$ cat src/usfb_cfg.svh
// Purpose: Offsets, reset values and timing counts of the usfb serial core
// Assumes: Avalon-MM slave, one 32-bit word per byte register
// Notes: Byte address is four times the word index below
// Operation
// - Loopback joins transmit shifter to receive shifter.
// - Loopback forces nine data bits, no parity.
// - 7/8-bit frame: start, data, parity, stops.
// - Nine-bit frame: ninth bit from control, status.
// - Baud from prescaler then 11-bit divisor.
// - Prescaler codes divide in half steps.
// - Prescaler zero stops baud clock entirely.
// - Async rate is clock/(8*(P+1)*(N+1)), P the prescaler code.
// - Sync mode on the internal clock shifts at half the baud tick rate.
// - Tx interrupt: buffer empty and enabled.
// - Rx interrupt: buffer full and enabled.
// - Rx interrupt also: error and enabled.
// - Break request holds transmit line low.
// - Break: ten low bit times after bad stop.
// - No parity in loopback, attention, nine-bit.
// - Parity type picks odd, even, mark, space.
// - Receive and transmit buffers are byte registers.
// - Parity codes 00 odd, 01 even, 10 mark, 11 space.
// - Format codes 8, 7, 9, 9 with loopback.
// - Prescaler register holds select and divisor top.
// - Stop count 0 one stop, 1 two.
`ifndef USFB_CFG_SVH
`define USFB_CFG_SVH

// Word indexes of the registers
`define USFB_IX_RXBUF 3'h0
`define USFB_IX_TXBUF 3'h1
`define USFB_IX_PSR   3'h2
`define USFB_IX_BAUD  3'h3
`define USFB_IX_FRS   3'h4
`define USFB_IX_MDSL  3'h5
`define USFB_IX_STAT  3'h6
`define USFB_IX_ICTRL 3'h7

// Reset values
`define USFB_BYTE_RST  8'h00
`define USFB_ICTRL_RST 8'h01

// Field positions
`define USFB_PSC_LSB 3
`define USFB_EEI_BIT 7
`define USFB_ERI_BIT 6
`define USFB_ETI_BIT 5

// Timing counts
`define USFB_PSC_STEP 6'h02
`define USFB_OVS_LAST 4'hf
`define USFB_SMP_A    4'h7
`define USFB_SMP_B    4'h8
`define USFB_SMP_C    4'h9
`define USFB_BRK_BITS 4'ha

`endif

$ cat src/usfb_pkg.sv
// Purpose: Types shared by the usfb serial core
// Assumes: Constants live in usfb_cfg.svh
// Notes: Structs match register bit layouts
package usfb_pkg;

	// Character format codes
	typedef enum logic [1:0] {
		USFB_CHR_8    = 2'b00,
		USFB_CHR_7    = 2'b01,
		USFB_CHR_9    = 2'b10,
		USFB_CHR_LOOP = 2'b11
	} usfb_chr_e;

	// Parity type codes
	typedef enum logic [1:0] {
		USFB_PAR_ODD   = 2'b00,
		USFB_PAR_EVEN  = 2'b01,
		USFB_PAR_MARK  = 2'b10,
		USFB_PAR_SPACE = 2'b11
	} usfb_par_e;

	// Receiver states
	typedef enum logic [1:0] {
		USFB_R_IDLE  = 2'b00,
		USFB_R_START = 2'b01,
		USFB_R_DATA  = 2'b10,
		USFB_R_BRK   = 2'b11
	} usfb_rx_e;

	// Frame select register layout
	typedef struct packed {
		logic      rsvd;
		logic      parity_enable;
		usfb_par_e parity_type;
		logic      tx_ninth_bit;
		logic      stop_count;
		usfb_chr_e char_format;
	} usfb_frs_s;

	// Mode select register layout
	typedef struct packed {
		logic [3:0] rsvd;
		logic       clk_ext;
		logic       line_break_request;
		logic       attn;
		logic       sync_mode;
	} usfb_mdsl_s;

endpackage

$ cat src/usfb_top.sv
// Purpose: Serial core with frame formats, baud generator, break and irqs
// Assumes: Single clock, Avalon-MM slave with waitrequest
// Notes: Every access made with ce high answers at the second edge
`timescale 1ns/1ps
`default_nettype none
`include "usfb_cfg.svh"

module usfb_top (
	input  wire logic        clk,
	input  wire logic        rstn,
	input  wire logic        ce,
	input  wire logic [2:0]  avs_address,
	input  wire logic        avs_read,
	input  wire logic        avs_write,
	input  wire logic [31:0] avs_writedata,
	input  wire logic [3:0]  avs_byteenable,
	output logic      [31:0] avs_readdata,
	output logic             avs_waitrequest,
	output logic             serial_tx_pin,
	input  wire logic        serial_rx_pin,
	input  wire logic        serial_clock_in,
	output logic             serial_clock_out,
	output logic             serial_clock_oe,
	output logic             tx_irq,
	output logic             rx_irq
);
	import usfb_pkg::*;

	// Software visible storage
	logic [7:0]  rx_data_buffer;       // Received byte
	logic [7:0]  tx_data_buffer;       // Byte waiting to send
	logic [7:0]  divisor_low_register; // Divisor bits 7..0
	logic [4:0]  prescaler_select;     // First stage code
	logic [2:0]  div_hi;               // Divisor bits 10..8
	usfb_frs_s   frs;                  // Frame settings
	usfb_mdsl_s  mdsl;                 // Mode settings
	logic        tx_buffer_empty;      // Buffer free
	logic        rx_buffer_full;       // Byte waiting
	logic        par_err;              // Parity error
	logic        frm_err;              // Framing error
	logic        ovr_err;              // Overrun error
	logic        brk_det;              // Break seen
	logic        brk_pend;             // Break clear requested
	logic        rx_ninth_bit;         // Last ninth bit
	logic        tx_irq_enable;        // Tx irq gate
	logic        rx_irq_enable;        // Rx irq gate
	logic        error_irq_enable;     // Error irq gate
	logic        ack_q;                // Access taken last edge

	// Bus decode
	logic        req;
	logic        act;
	logic        wr;
	logic        rd;
	logic        wr_rxbuf;
	logic        wr_txbuf;
	logic        wr_psr;
	logic        wr_baud;
	logic        wr_frs;
	logic        wr_mdsl;
	logic        wr_ictrl;
	logic        rd_rxbuf;
	logic        rd_stat;
	logic [7:0]  wbyte;
	logic [7:0]  rd_mux;

	assign req      = avs_read | avs_write;
	assign act      = ce & req & ~ack_q;
	assign wr       = act & avs_write & avs_byteenable[0];
	assign rd       = act & avs_read;
	assign wbyte    = avs_writedata[7:0];
	assign wr_rxbuf = wr & (avs_address == `USFB_IX_RXBUF);
	assign wr_txbuf = wr & (avs_address == `USFB_IX_TXBUF);
	assign wr_psr   = wr & (avs_address == `USFB_IX_PSR);
	assign wr_baud  = wr & (avs_address == `USFB_IX_BAUD);
	assign wr_frs   = wr & (avs_address == `USFB_IX_FRS);
	assign wr_mdsl  = wr & (avs_address == `USFB_IX_MDSL);
	assign wr_ictrl = wr & (avs_address == `USFB_IX_ICTRL);
	assign rd_rxbuf = rd & (avs_address == `USFB_IX_RXBUF);
	assign rd_stat  = rd & (avs_address == `USFB_IX_STAT);
	// Wait one cycle, answer at the second edge
	assign avs_waitrequest = req & ~ack_q;

	// Format decode
	logic        nine;      // Nine data bits
	logic        loop;      // Internal loopback
	logic        pon;       // Parity in use
	logic [3:0]  nd;        // Data bit count
	logic [3:0]  need;      // Data plus parity bits
	logic [3:0]  tx_len;    // Whole frame length
	logic        rx_err;    // Error summary
	logic        tx_busy;   // Transmit in progress

	assign nine = frs.char_format[1];
	assign loop = (frs.char_format == USFB_CHR_LOOP);
	assign nd   = (frs.char_format == USFB_CHR_7) ? 4'h7 : (nine ? 4'h9 : 4'h8);
	assign pon  = frs.parity_enable & ~nine & ~mdsl.attn;
	assign need = 4'(nd + {3'h0, pon});
	assign tx_len = 4'(4'h2 + nd + {3'h0, pon} + {3'h0, frs.stop_count});
	assign rx_err = par_err | frm_err | ovr_err;

	function automatic logic par_bit(input logic [8:0] d, input usfb_par_e t);
		logic p;
		p = 1'b0;
		unique case (t)
			USFB_PAR_ODD:   p = ~^d;
			USFB_PAR_EVEN:  p = ^d;
			USFB_PAR_MARK:  p = 1'b0;
			USFB_PAR_SPACE: p = 1'b1;
		endcase
		return p;
	endfunction

	// start, data LSB first, parity, stops
	function automatic logic [11:0] build(input logic [8:0] d, input logic [3:0] n,
		input logic p, input logic en);
		logic [11:0] f;
		f = 12'hfff;
		f[0] = 1'b0;
		for (int i = 0; i < 9; i++)
		begin
			if (i < int'(n))
				f[i + 1] = d[i];
		end
		if (en)
			f[4'(n + 4'h1)] = p;
		return f;
	endfunction

	// Baud generator
	logic        clk_on;    // Prescaler not zero
	logic        restart;   // Rate rewritten
	logic [5:0]  psc_acc;   // Half-step accumulator
	logic [5:0]  psc_sum;
	logic [5:0]  psc_lim;
	logic        psc_tick;  // First stage output
	logic [10:0] div_cnt;   // Second stage count
	logic        tick;      // Baud clock tick

	assign clk_on   = (prescaler_select != 5'h00);
	assign restart  = wr_psr | wr_baud;
	assign psc_sum  = 6'(psc_acc + `USFB_PSC_STEP);
	assign psc_lim  = 6'({1'b0, prescaler_select} + 6'h01);
	// tick when half-steps reach code plus one
	assign psc_tick = clk_on & (psc_sum >= psc_lim);
	// second stage counts divisor plus one
	assign tick     = psc_tick & (div_cnt == {div_hi, divisor_low_register});

	// First stage accumulator
	always_ff @(posedge clk)
	begin
		if (!rstn || restart)
			psc_acc <= 6'h00;
		else if (ce && clk_on)
			psc_acc <= psc_tick ? 6'(psc_sum - psc_lim) : psc_sum;
	end

	// Second stage counter
	always_ff @(posedge clk)
	begin
		if (!rstn || restart)
			div_cnt <= 11'h000;
		else if (ce && psc_tick)
			div_cnt <= tick ? 11'h000 : 11'(div_cnt + 11'h001);
	end

	// Synchronous clock and pin synchronisers
	logic        sck_q;     // Internal shift clock
	logic        sck_prev;  // Last shift clock level
	logic        sck_lvl;   // Selected shift clock
	logic        ck_s1;
	logic        ck_s2;
	logic        rx_s1;
	logic        rx_s2;
	logic        rise_evt;
	logic        fall_evt;

	// Two flops on each pin input
	always_ff @(posedge clk)
	begin
		if (!rstn)
			{ck_s1, ck_s2, rx_s1, rx_s2} <= 4'hf;
		else if (ce)
			{ck_s1, ck_s2, rx_s1, rx_s2} <= {serial_clock_in, ck_s1, serial_rx_pin, rx_s1};
	end

	// one clock edge per tick in sync mode on the internal clock, two edges per bit
	always_ff @(posedge clk)
	begin
		if (!rstn)
			{sck_q, sck_prev} <= 2'h3;
		else if (ce)
		begin
			sck_prev <= sck_lvl;
			if (!mdsl.sync_mode || mdsl.clk_ext)
				sck_q <= 1'b1;
			else if (tick)
				sck_q <= ~sck_q;
		end
	end

	assign sck_lvl  = mdsl.clk_ext ? ck_s2 : sck_q;
	// no shift edges while the clock is stopped
	assign rise_evt = clk_on & mdsl.sync_mode & sck_lvl & ~sck_prev;
	assign fall_evt = clk_on & mdsl.sync_mode & ~sck_lvl & sck_prev;
	assign serial_clock_out = sck_q;
	assign serial_clock_oe  = mdsl.sync_mode & ~mdsl.clk_ext;

	// Transmitter
	logic [11:0] tx_sh;     // Frame shifter
	logic [3:0]  tx_cnt;    // Bits left
	logic [3:0]  tx_ovs;    // Oversample phase
	logic        tx_adv;    // Next bit now
	logic        tx_line;   // Internal line level
	logic [8:0]  tx_d;      // Data with ninth bit

	// ninth bit from control, full byte data
	assign tx_d    = nine ? {frs.tx_ninth_bit, tx_data_buffer} :
		(frs.char_format == USFB_CHR_7) ? {2'h0, tx_data_buffer[6:0]} : {1'b0, tx_data_buffer};
	// sixteen ticks per bit when async
	assign tx_adv  = mdsl.sync_mode ? rise_evt : (tick & (tx_ovs == `USFB_OVS_LAST));
	assign tx_line = ~mdsl.line_break_request & tx_sh[0];
	assign tx_busy = (tx_cnt != 4'h0);

	// Transmit oversample phase
	always_ff @(posedge clk)
	begin
		if (!rstn)
			tx_ovs <= 4'h0;
		else if (ce && tick)
			tx_ovs <= 4'(tx_ovs + 4'h1);
	end

	// Shift, reload from buffer, buffer empty flag
	always_ff @(posedge clk)
	begin
		if (!rstn)
		begin
			tx_sh           <= 12'hfff;
			tx_cnt          <= 4'h0;
			tx_buffer_empty <= 1'b1;
		end
		else if (ce)
		begin
			if (tx_adv && tx_cnt > 4'h1)
			begin
				tx_sh  <= {1'b1, tx_sh[11:1]};
				tx_cnt <= 4'(tx_cnt - 4'h1);
			end
			else if (tx_adv && !tx_buffer_empty)
			begin
				tx_sh           <= build(tx_d, nd, par_bit(tx_d, frs.parity_type), pon);
				tx_cnt          <= tx_len;
				tx_buffer_empty <= 1'b1;
			end
			else if (tx_adv)
			begin
				tx_sh  <= 12'hfff;
				tx_cnt <= 4'h0;
			end
			// New byte written wins over the reload
			if (wr_txbuf)
				tx_buffer_empty <= 1'b0;
		end
	end

	// Registered pin, idle high in loopback
	always_ff @(posedge clk)
	begin
		if (!rstn)
			serial_tx_pin <= 1'b1;
		else if (ce)
			serial_tx_pin <= loop ? 1'b1 : tx_line;
	end

	// Receiver
	usfb_rx_e    rx_st;     // Receiver state
	logic [3:0]  rx_ovs;    // Oversample phase
	logic        rx_sa;     // First sample
	logic        rx_sb;     // Second sample
	logic [3:0]  rx_cnt;    // Bits collected
	logic [8:0]  rx_sh;     // Collected bits
	logic [3:0]  brk_cnt;   // Low bit times
	logic        rx_line;   // Selected input
	logic        maj;       // Vote of three
	logic        stb;       // Bit decided
	logic        v;         // Bit value
	logic        done;      // Stop bit decided
	logic        ign;       // Data char in attention
	logic        brk_hit;   // Tenth low bit time
	logic [7:0]  rx_d;      // Received data byte
	logic [8:0]  rx_pd;     // Data for parity check

	// loopback feeds the transmitter into the receiver
	assign rx_line = loop ? tx_line : rx_s2;
	assign maj     = (rx_sa & rx_sb) | (rx_sa & rx_line) | (rx_sb & rx_line);
	assign stb     = mdsl.sync_mode ? fall_evt :
		(tick & (rx_ovs == `USFB_SMP_C) & (rx_st != USFB_R_IDLE));
	assign v       = mdsl.sync_mode ? rx_line : maj;
	assign done    = (rx_st == USFB_R_DATA) & stb & (rx_cnt == need);
	assign ign     = mdsl.attn & ~rx_sh[8];
	// ten low bit times after a bad stop
	assign brk_hit = (rx_st == USFB_R_BRK) & stb & ~v & (brk_cnt == 4'(`USFB_BRK_BITS - 4'h1));
	assign rx_d    = (frs.char_format == USFB_CHR_7) ? {1'b0, rx_sh[6:0]} : rx_sh[7:0];
	assign rx_pd   = {1'b0, rx_d};

	// Receive sampling and frame walk
	always_ff @(posedge clk)
	begin
		if (!rstn)
		begin
			rx_st   <= USFB_R_IDLE;
			rx_ovs  <= 4'h0;
			{rx_sa, rx_sb} <= 2'h3;
			rx_cnt  <= 4'h0;
			rx_sh   <= 9'h000;
			brk_cnt <= 4'h0;
		end
		else if (ce)
		begin
			if (tick)
				rx_ovs <= 4'(rx_ovs + 4'h1);
			if (tick && rx_ovs == `USFB_SMP_A)
				rx_sa <= rx_line;
			if (tick && rx_ovs == `USFB_SMP_B)
				rx_sb <= rx_line;
			unique case (rx_st)
				// Wait for a start bit
				USFB_R_IDLE:
				begin
					rx_cnt <= 4'h0;
					if (mdsl.sync_mode)
					begin
						if (stb && !v)
							rx_st <= USFB_R_DATA;
					end
					else if (!rx_line && clk_on)
					begin
						rx_st  <= USFB_R_START;
						rx_ovs <= 4'h0;
					end
				end
				// Confirm start bit low
				USFB_R_START:
					if (stb)
						rx_st <= v ? USFB_R_IDLE : USFB_R_DATA;
				// Collect data and parity, then stop
				USFB_R_DATA:
					if (stb)
					begin
						if (rx_cnt < need)
						begin
							rx_sh[rx_cnt] <= v;
							rx_cnt        <= 4'(rx_cnt + 4'h1);
						end
						else
						begin
							rx_st   <= v ? USFB_R_IDLE : USFB_R_BRK;
							brk_cnt <= 4'h0;
						end
					end
				// Count low bit times after a bad stop
				USFB_R_BRK:
					if (stb)
					begin
						if (v)
							rx_st <= USFB_R_IDLE;
						else if (brk_cnt != `USFB_BRK_BITS)
							brk_cnt <= 4'(brk_cnt + 4'h1);
					end
			endcase
		end
	end

	// Receive buffer and status flags, set wins over clear
	always_ff @(posedge clk)
	begin
		if (!rstn)
		begin
			rx_data_buffer <= `USFB_BYTE_RST;
			rx_buffer_full <= 1'b0;
			{par_err, frm_err, ovr_err, brk_det, brk_pend, rx_ninth_bit} <= 6'h00;
		end
		else if (ce)
		begin
			// Read side effects
			if (rd_rxbuf)
				rx_buffer_full <= 1'b0;
			if (rd_stat)
				{par_err, frm_err, ovr_err} <= 3'h0;
			if (rd_stat && rx_line)
				brk_det <= 1'b0;
			else if (rd_stat)
				brk_pend <= 1'b1;
			if (brk_pend && rx_line)
			begin
				brk_det  <= 1'b0;
				brk_pend <= 1'b0;
			end
			if (wr_rxbuf)
				rx_data_buffer <= wbyte;
			if (done && !ign)
			begin
				rx_data_buffer <= rx_d;
				rx_ninth_bit   <= rx_sh[8];
				rx_buffer_full <= 1'b1;
				if (rx_buffer_full)
					ovr_err <= 1'b1;
				// parity checked only when in use
				if (pon && rx_sh[nd] != par_bit(rx_pd, frs.parity_type))
					par_err <= 1'b1;
				if (!v)
					frm_err <= 1'b1;
			end
			if (brk_hit)
				brk_det <= 1'b1;
		end
	end

	// Control registers
	always_ff @(posedge clk)
	begin
		if (!rstn)
		begin
			tx_data_buffer       <= `USFB_BYTE_RST;
			divisor_low_register <= `USFB_BYTE_RST;
			{prescaler_select, div_hi} <= `USFB_BYTE_RST;
			frs  <= usfb_frs_s'(`USFB_BYTE_RST);
			mdsl <= usfb_mdsl_s'(`USFB_BYTE_RST);
			{tx_irq_enable, rx_irq_enable, error_irq_enable} <= 3'h0;
		end
		else if (ce)
		begin
			if (wr_txbuf)
				tx_data_buffer <= wbyte;
			// select and divisor top share a byte
			if (wr_psr)
				{prescaler_select, div_hi} <= wbyte;
			if (wr_baud)
				divisor_low_register <= wbyte;
			if (wr_frs)
				frs <= usfb_frs_s'({1'b0, wbyte[6:0]});
			if (wr_mdsl)
				mdsl <= usfb_mdsl_s'({4'h0, wbyte[3:0]});
			// Address character ends attention
			if (done && mdsl.attn && rx_sh[8])
				mdsl.attn <= 1'b0;
			if (wr_ictrl)
			begin
				tx_irq_enable    <= wbyte[`USFB_ETI_BIT];
				rx_irq_enable    <= wbyte[`USFB_ERI_BIT];
				error_irq_enable <= wbyte[`USFB_EEI_BIT];
			end
		end
	end

	// Read data selection
	assign rd_mux =
		(avs_address == `USFB_IX_RXBUF) ? rx_data_buffer :
		(avs_address == `USFB_IX_TXBUF) ? tx_data_buffer :
		(avs_address == `USFB_IX_PSR)   ? {prescaler_select, div_hi} :
		(avs_address == `USFB_IX_BAUD)  ? divisor_low_register :
		(avs_address == `USFB_IX_FRS)   ? frs :
		(avs_address == `USFB_IX_MDSL)  ? mdsl :
		(avs_address == `USFB_IX_STAT)  ?
			{1'b0, tx_busy, rx_ninth_bit, brk_det, rx_err, ovr_err, frm_err, par_err} :
		{error_irq_enable, rx_irq_enable, tx_irq_enable, 3'h0, rx_buffer_full, tx_buffer_empty};

	// Access handshake and read data latch
	always_ff @(posedge clk)
	begin
		if (!rstn)
		begin
			ack_q        <= 1'b0;
			avs_readdata <= 32'h0000_0000;
		end
		else
		begin
			ack_q <= act;
			if (rd)
				avs_readdata <= {24'h00_0000, rd_mux};
		end
	end

	assign tx_irq = tx_buffer_empty & tx_irq_enable;
	assign rx_irq = (rx_buffer_full & rx_irq_enable) | (rx_err & error_irq_enable);

endmodule
`default_nettype wire

$ cat config.mk
export PLATFORM = sky130hd
export DESIGN_NAME = usfb_top
export DESIGN_NICKNAME = d
export VERILOG_FILES = /design/src/usfb_pkg.sv /design/src/usfb_top.sv
export VERILOG_INCLUDE_DIRS = /design/src
export SDC_FILE = /design/constraint.sdc
export NUM_CORES = 1
export LEC_CHECK = 0
export ABC_AREA = 1
export BUFFER_PORTS_ARGS = -buffer_cell sky130_fd_sc_hd__buf_2
export CORE_ASPECT_RATIO = 0.5
export CORE_MARGIN = 1.5
export CORE_UTILIZATION = 45
export CTS_BUF_LIST = sky130_fd_sc_hd__clkbuf_16
export DETAILED_ROUTE_END_ITERATION = 8
export PLACE_DENSITY = 0.62
export SLEW_MARGIN = 5
export SYNTH_ARGS = -nofsm -noshare
export SYNTH_HDL_FRONTEND = slang
export SYNTH_SLANG_ARGS = --single-unit
$ cat constraint.sdc
create_clock -name clk -period 2.5 [get_ports clk]
set_input_delay 0.5 -clock clk [delete_from_list [all_inputs] [get_ports clk]]
set_output_delay 0.5 -clock clk [all_outputs]
set_load 0.005 [all_outputs]
==> key figures, run 1 <==
Min path
  • Min-Delay Path Class: in -> reg
  • Hold_sp: serial_clock_in

Synthesis
  • Avg Cell Area, Syn: 6.84 sq um
  • Register area share after synthesis: between 30% and 40%
  • Most frequent cells after synthesis: nand2_1 (238), dfxtp_1 (132), inv_1 (131)
  • Mapped Cells: 1138
  • Synth top area cells: dfxtp_1 (34%), nand2_1 (11%), a21oi_1 (7.8%)
  • Main synth FF type: dfxtp_1
  • Syn. warnings: 0
  • Mapped Area: about 7800 sq um
  • Synth top area share: around 34%
  • Synth area leader: dfxtp_1
  • Number of synthesized flops with an enable pin: 0
  • Asr flop ratio synth: 0%
  • Number of synthesized register bits: 132
  • Count leader, synth: nand2_1
  • Count of different cell masters after synthesis: 50

Clock tree
  • CTS Hold Bufs: 0
  • Clock-pin transition on the worst setup and hold timing paths: approximately 0.070 ns
  • CTS Buf Count: 17
  • Clock Root Buffer: clkbuf_16
  • # H-tree levels: 4
  • Clock Path Buffers: 2
  • CTS tree: yes
  • Clk_lat worst skew: about 0.43 ns
  • CTS Sinks: around 130

Run status
  • Run status: finished, final reports clean

Route
  • Initial DRC count: slightly below 600
  • Vias: between 7000 and 8000
  • Final wirelength: around 22000 microns
  • Pre-antenna DRT Iters: 5
  • Drt drc: 0
  • Antenna Violating Nets Remaining: 0
  • Via/cell ratio: 5.22
  • WL/cell: 15.4 microns

Setup path
  • Reg-to-Reg Start: psc_acc[2]$_SDFFE_PP0P_
  • Critical Path Start: psc_acc[2]$_SDFFE_PP0P_
  • Length in cells of the worst reg-to-reg path: 17
  • R2r endpoint: tx_sh[3]$_SDFFE_PN1P_
  • Maximum fanout along the worst path: 18
  • WP data arrival: between 2 and 3 ns
  • Kind of end point of the critical path: register
  • Startpoint Class: register
  • Setup CP Type: reg -> reg
  • Register-to-Register Setup Slack: 0.02 ns
  • Req. time, crit path: approximately 2.9 ns
  • End point of the critical path: tx_sh[3]$_SDFFE_PN1P_

GRT
  • Vias in the first global route: 6724
  • GRT overflow: 0
  • Pin count of the biggest net entering global routing: 73
  • GRT Total Usage: 25.2%
  • First-pass GRT wire length: ~35000 microns
  • Initial antenna violation count: 0

Floorplan
  • Initial Utilization: about 47%
  • FP Rows: 33
  • Die Span Y: around 96 microns
  • Chip width: roughly 190 microns
  • IO Count: 84
  • Die area: 18100 sq um
  • Core ar.: roughly 17000 sq um

STA
  • Final hold vios: 0
  • Clock period minus worst slack: roughly 2.5 ns
  • Final setup TNS: 0 ns
  • Slew HR: 60.3%
  • Worst Slack Setup Final: approximately 0.016 ns
  • Slew Limit Fails: 0
  • Clock skew: a little over 0.01 ns
  • Worst hold slack: approximately 0.28 ns
  • Setup Viol. Count Final: 0
  • Fin crit share: between 90% and 100%
  • Slew @ Worst Pin: between 0.5 and 0.6 ns
  • FMAX: 403 MHz
  • RSZ-0062 raised after global routing: true

Job
  • Max Cap Viol: 0

Placement
  • Post-Place Setup Slack: -0.0766 ns
  • Port Buffers: 32
  • Final Wtd Congestion: about 0.9
  • HPWL after DPL: roughly 16000 microns
  • Dpl cells: about 1400

Power
  • Sequential share of power: 41.4%
  • Pwr Density: about 550 nW/um^2
  • Leak: between 4 and 5 nW
  • Pwr Total: 5.24 mW
  • Clock share of power: between 40 and 50%
  • Comb pwr share: between 10 and 15%
  • Sw frac: between 20% and 30%
  • Power Internal: around 3.8 mW
  • Worst vdd ir: roughly 500 uV
  • Psw: approximately 1.4 mW

Layout
  • Fin cells: 1465
  • Area growth syn-to-layout: 21.4%
  • Ratio of cells with drive above 1 in the final layout: between 10% and 20%
  • N_diodes: 0
  • Final nets: approximately 1300
==> repair_timing <==
action	4_1_cts	5_1_grt
hold endpoints to repair	0	0
gates resized for setup	18	82
buffers inserted	4	9
endpoints found under the setup margin	35	67
cloned	1	0
pin swaps	5	17
==> per-stage QoR <==
stage / instance area [sq um] / util (%)
global placement: 8410 / 50.6
global route: 9440 / 56.7
CTS: 9120 / 54.8
floorplan: 7870 / -
detailed placement: 8410 / 50.6
finish: 9440 / 56.7
==> layout by cell type (no fill, tap or decap), types with 4 or more instances in the layout <==
| cell | netlist | final |
|---|---|---|
| a21oi_1 | 122 | 112 |
| a21oi_2 | 0 | 10 |
| buf_12 | 0 | 4 |
| buf_2 | 9 | 32 |
| buf_4 | 26 | 55 |
| buf_6 | 2 | 4 |
| clkbuf_16 | 0 | 17 |
| clkinv_1 | 5 | 4 |
| clkinvlp_4 | 0 | 5 |
| conb_1 | 1 | 24 |
| dfxtp_1 | 132 | 124 |
| dfxtp_2 | 0 | 7 |
| ha_1 | 29 | 25 |
| inv_1 | 131 | 127 |
| inv_2 | 5 | 10 |
| inv_6 | 0 | 4 |
| nand2_1 | 238 | 225 |
| nand2_2 | 5 | 14 |
| nand2_4 | 5 | 8 |
| nand3_1 | 75 | 60 |
| nand3_2 | 4 | 17 |
| nand3_4 | 2 | 4 |
| nand4_1 | 24 | 24 |
| nor2_1 | 118 | 111 |
| nor2_2 | 6 | 12 |
| nor2_4 | 4 | 6 |
| nor3_1 | 12 | 11 |
| o211ai_1 | 5 | 5 |
| o21ai_0 | 88 | 78 |
| o21ai_1 | 3 | 12 |
| o21bai_1 | 4 | 4 |
| o22ai_1 | 4 | 4 |
| or2_2 | 4 | 4 |
| xnor2_1 | 18 | 17 |
| xor2_1 | 12 | 11 |
==> registers in the layout (all words and copies together), names as in the netlist, 3 cells and up <==
signal and flops:
div_hi 3, divisor_low_register 8, tx_cnt 4, avs_readdata 8
div_cnt 11, tx_sh 12, rx_sh 9, rx_data_buffer 8
tx_ovs 4, rx_cnt 4, frs 7, rx_ovs 4
prescaler_select 5, tx_data_buffer 8, psc_acc 6, brk_cnt 4
mdsl 4
==> worst min path at each step <==
stage	end	slack, ns	depth (start not counted)
floorplan	tx_sh[11]$_SDFFE_PN1P_	0.42	2
global placement	tx_sh[11]$_SDFFE_PN1P_	0.43	2
detailed placement	tx_sh[11]$_SDFFE_PN1P_	0.44	2
CTS	ck_s1$_SDFFE_PN1P_	0.27	3
global route	ck_s1$_SDFFE_PN1P_	0.30	3
finish	ck_s1$_SDFFE_PN1P_	0.28	3
==> kinds of logic (layout without fill, tap and decap cells) <==
family                   Yosys count  count (layout)  synth area share (%)
AND/OR/NAND/NOR                  508             509                  29.8
AO/OA/AOI/OAI                    242             242                  16.6
buffers and inverters            194             270                  11.0
flip-flops                       132             132                  34.0
adder cells (fa/ha/maj)           31              31                  5.18
XOR/XNOR                          30              30                  3.38
other                              1              24                0.0482
==> power by group through the flow <==
stage / Combinational [mW] / Clock, mW / Sequential (mW)
global route: 0.624 / 2.62 / 2.17
detailed placement: 0.520 / 0 / 2.21
global placement: 0.511 / 0 / 2.21
floorplan: 0.365 / 0 / 2.21
finish: 0.564 / 2.50 / 2.17
CTS: 0.528 / 2.53 / 2.17
==> critical path, cell delays in order, from the launching register on <==
cell	delay (ns)
dfxtp_2	0.35
ha_4	0.16
nand3_4	0.08
xnor2_2	0.15
ha_1	0.33
nand2_1	0.08
nor2_1	0.10
nand2_1	0.07
nand3_2	0.09
nand2_4	0.07
clkinv_4	0.09
nand2_4	0.06
o21ai_4	0.26
nand2_4	0.12
buf_12	0.17
a21oi_1	0.13
o21ai_1	0.08
nand2_1	0.05
==> layer usage <==
metal  vias up  track usage [%]  part of all wire, %
met5         -                0                    0
met4         0             5.62                 0.74
met3        19             5.32                  7.2
met2       256             39.1                   43
met1      3524             35.8                   49
li1       3855                -                    -
==> cell type report <==
type                            count  area (sq um)
Clock buffer                       17           425
Clock inverter                     15           158
Fill cell                        1594          7200
Inverter                          142           543
Multi-Input combinational cell    836          4660
Sequential cell                   132          2660
Tap cell                          227           284
Timing Repair Buffer               96           713
(Power assumes the default switching activity.)
==> run 2, diff against run 1 <==
Settings changed: GPL_TIMING_DRIVEN set to 0.
==> key figures, run 2 (synthesis results as in run 1) <==
Run status
  • Run status: finished, violations left
  • Failing checks: negative setup slack

Power
  • Pwr Total: ~5.6 mW
  • Pwr Density: approximately 550 nW/um^2
  • Worst vdd ir: approximately 500 uV
  • Leak: about 4.3 nW

Setup path
  • WP data arrival: 2.88 ns
  • Maximum fanout along the worst path: 8
  • Startpoint Class: register
  • Critical Path Start: psc_acc[1]$_SDFFE_PP0P_
  • Reg-to-Reg Start: psc_acc[1]$_SDFFE_PP0P_
  • Req. time, crit path: approximately 2.8 ns
  • R2r endpoint: rx_data_buffer[4]$_SDFFE_PN0P_
  • Register-to-Register Setup Slack: -0.06 ns
  • Length in cells of the worst reg-to-reg path: 17
  • Kind of end point of the critical path: register
  • Setup CP Type: reg -> reg

STA
  • Final hold vios: 0
  • Fin crit share: 102%
  • Final setup TNS: -0.626 ns
  • RSZ-0062 raised after global routing: true
  • FMAX: about 400 MHz
  • Setup Viol. Count Final: 21
  • Clock skew: between 0.009 and 0.01 ns
  • Slew HR: 23.8%
  • Worst Slack Setup Final: -0.0593 ns
  • Slew @ Worst Pin: between 1 and 1.5 ns
  • Worst hold slack: between 0.2 and 0.3 ns
  • Clock period minus worst slack: about 2.6 ns
  • Slew Limit Fails: 0

Min path
  • Worst hold path endpoint: ck_s1$_SDFFE_PN1P_
  • Hold_sp: serial_clock_in
  • WHS Path Cells: 3
  • Min-Delay Path Class: in -> reg

Route
  • Via/cell ratio: between 5 and 6
  • Pre-antenna DRT Iters: 7
  • Vias: around 8100
  • WL/cell: between 15 and 20 microns
  • Antenna Violating Nets Remaining: 0
  • Final wirelength: 25200 microns
  • Drt drc: 0
  • Initial DRC count: roughly 640

Layout
  • N_diodes: 0
  • Max reg flops: 12
  • Fin area: about 10000 sq um
  • Area growth syn-to-layout: 30.2%
  • Multi-input logic area: around 5100 sq um
  • Commonest non-fill, non-tap cell in the layout: nand2_1
  • Regs by FF count: tx_sh x12, div_cnt x11, rx_sh x9
  • Final nets: roughly 1300
  • Reg with most FFs: tx_sh
  • Ratio of cells with drive above 1 in the final layout: 23.6%
  • Sequential Area: approximately 2700 sq um
  • Fill count: 1474
  • Most frequent cells in the layout: nand2_1 (214), inv_1 (123), dfxtp_1 (123)

GRT
  • Pin count of the biggest net entering global routing: 17
  • First-pass GRT wire length: 37400 microns
  • GRT Total Usage: approximately 27%
  • Initial antenna violation count: 0
  • Vias in the first global route: ~7000
  • GRT overflow: 0

Clock tree
  • CTS Hold Bufs: 0
  • Clock Path Buffers: 2
  • Clock-pin transition on the worst setup and hold timing paths: 0.06 ns
  • CTS Sinks: 132
  • Clock Root Buffer: clkbuf_16
  • CTS tree: yes
  • CTS Buf Count: 17
  • # H-tree levels: 4
  • Clk_lat worst skew: around 0.42 ns

Placement
  • Final Wtd Congestion: 0.942
  • Port Buffers: 29
  • Post-Place Setup Slack: -0.425 ns
  • Placed cell area: between 8000 and 9000 sq um
  • HPWL after DPL: 17300 microns

Floorplan
  • IO Count: 84
  • Chip width: 189 microns
  • Initial Utilization: 46.8%
  • Core ar.: 16600 sq um
  • Die area: approximately 18000 sq um
  • Die Span Y: between 90 and 100 microns
  • FP Rows: 33

Job
  • Max Cap Viol: 0
[run 2: cell types whose count changed in the layout (fill, tap and decap cells not counted), moves of 8 or more]
cell,previous run,this run
nor2_4,6,16
a21oi_1,112,89
nand2_1,225,214
nand2_8,1,9
clkbuf_1,0,13
a21oi_2,10,27
[run 2: metrics by stage]
step | util, % | cells
floorplan | - | 1161
global placement | 49.9 | 1417
detailed placement | 49.9 | 1417
CTS | 56.6 | 1472
global route | 60.9 | 1487
finish | 60.9 | 1487
[run 2: metal layers]
| metal | part of all wire, % | track usage (%) | up-vias |
|---|---|---|---|
| met1 | 46 | 37.3 | 3777 |
| met3 | 8.5 | 6.05 | 48 |
| met2 | 43 | 43.3 | 314 |
| met4 | 2.1 | 8.53 | 0 |
| met5 | 0 | 0 | - |
| li1 | - | - | 3928 |
[run 2: worst max-delay path by stage]
stage | end | slack (ns) | cells past startpoint
floorplan | brk_cnt[0]$_SDFFE_PN0P_ | 0.04 | 15
detailed placement | brk_cnt[2]$_SDFFE_PN0P_ | -0.42 | 15
global route | rx_data_buffer[5]$_SDFFE_PN0P_ | -0.19 | 17
finish | rx_data_buffer[4]$_SDFFE_PN0P_ | -0.06 | 17
CTS | rx_cnt[2]$_SDFFE_PN0P_ | -0.02 | 16
global placement | brk_cnt[2]$_SDFFE_PN0P_ | -0.43 | 15
[run 2: critical path: stages (launching register included)]
cell     delay, ns
dfxtp_4       0.37
ha_4          0.16
nand3_4       0.10
xnor2_4       0.16
ha_4          0.29
nand2_4       0.06
inv_1         0.05
nand2_1       0.09
nand3_4       0.13
nand2_4       0.09
inv_8         0.09
nand3_4       0.13
nand2_8       0.17
nand3_4       0.13
nand2_4       0.13
nand2_8       0.14
nor2_2        0.12
nor2_1        0.05
[run 2: what timing repair did]
action,4_1_cts,5_1_grt
endpoints found under the setup margin,68,71
pin swaps,17,40
setup buffers,21,13
gates cloned,4,2
resized for setup,72,143
[run 2: cell type report]
class,count,area share (%)
tap,227,2.80
clock buffer,17,4.20
inverter,142,5.66
timing repair buffer,67,5.05
clock inverter,13,2.06
buffer,52,3.51
multi-input combinational,837,50.4
sequential,132,26.4
[run 2: power breakdown]
| part | switching [mW] | total, mW | internal (mW) |
|---|---|---|---|
| combinational | 0.441 | 0.668 | 0.227 |
| clock | 1.02 | 2.78 | 1.76 |
| sequential | 0.0342 | 2.17 | 2.13 |
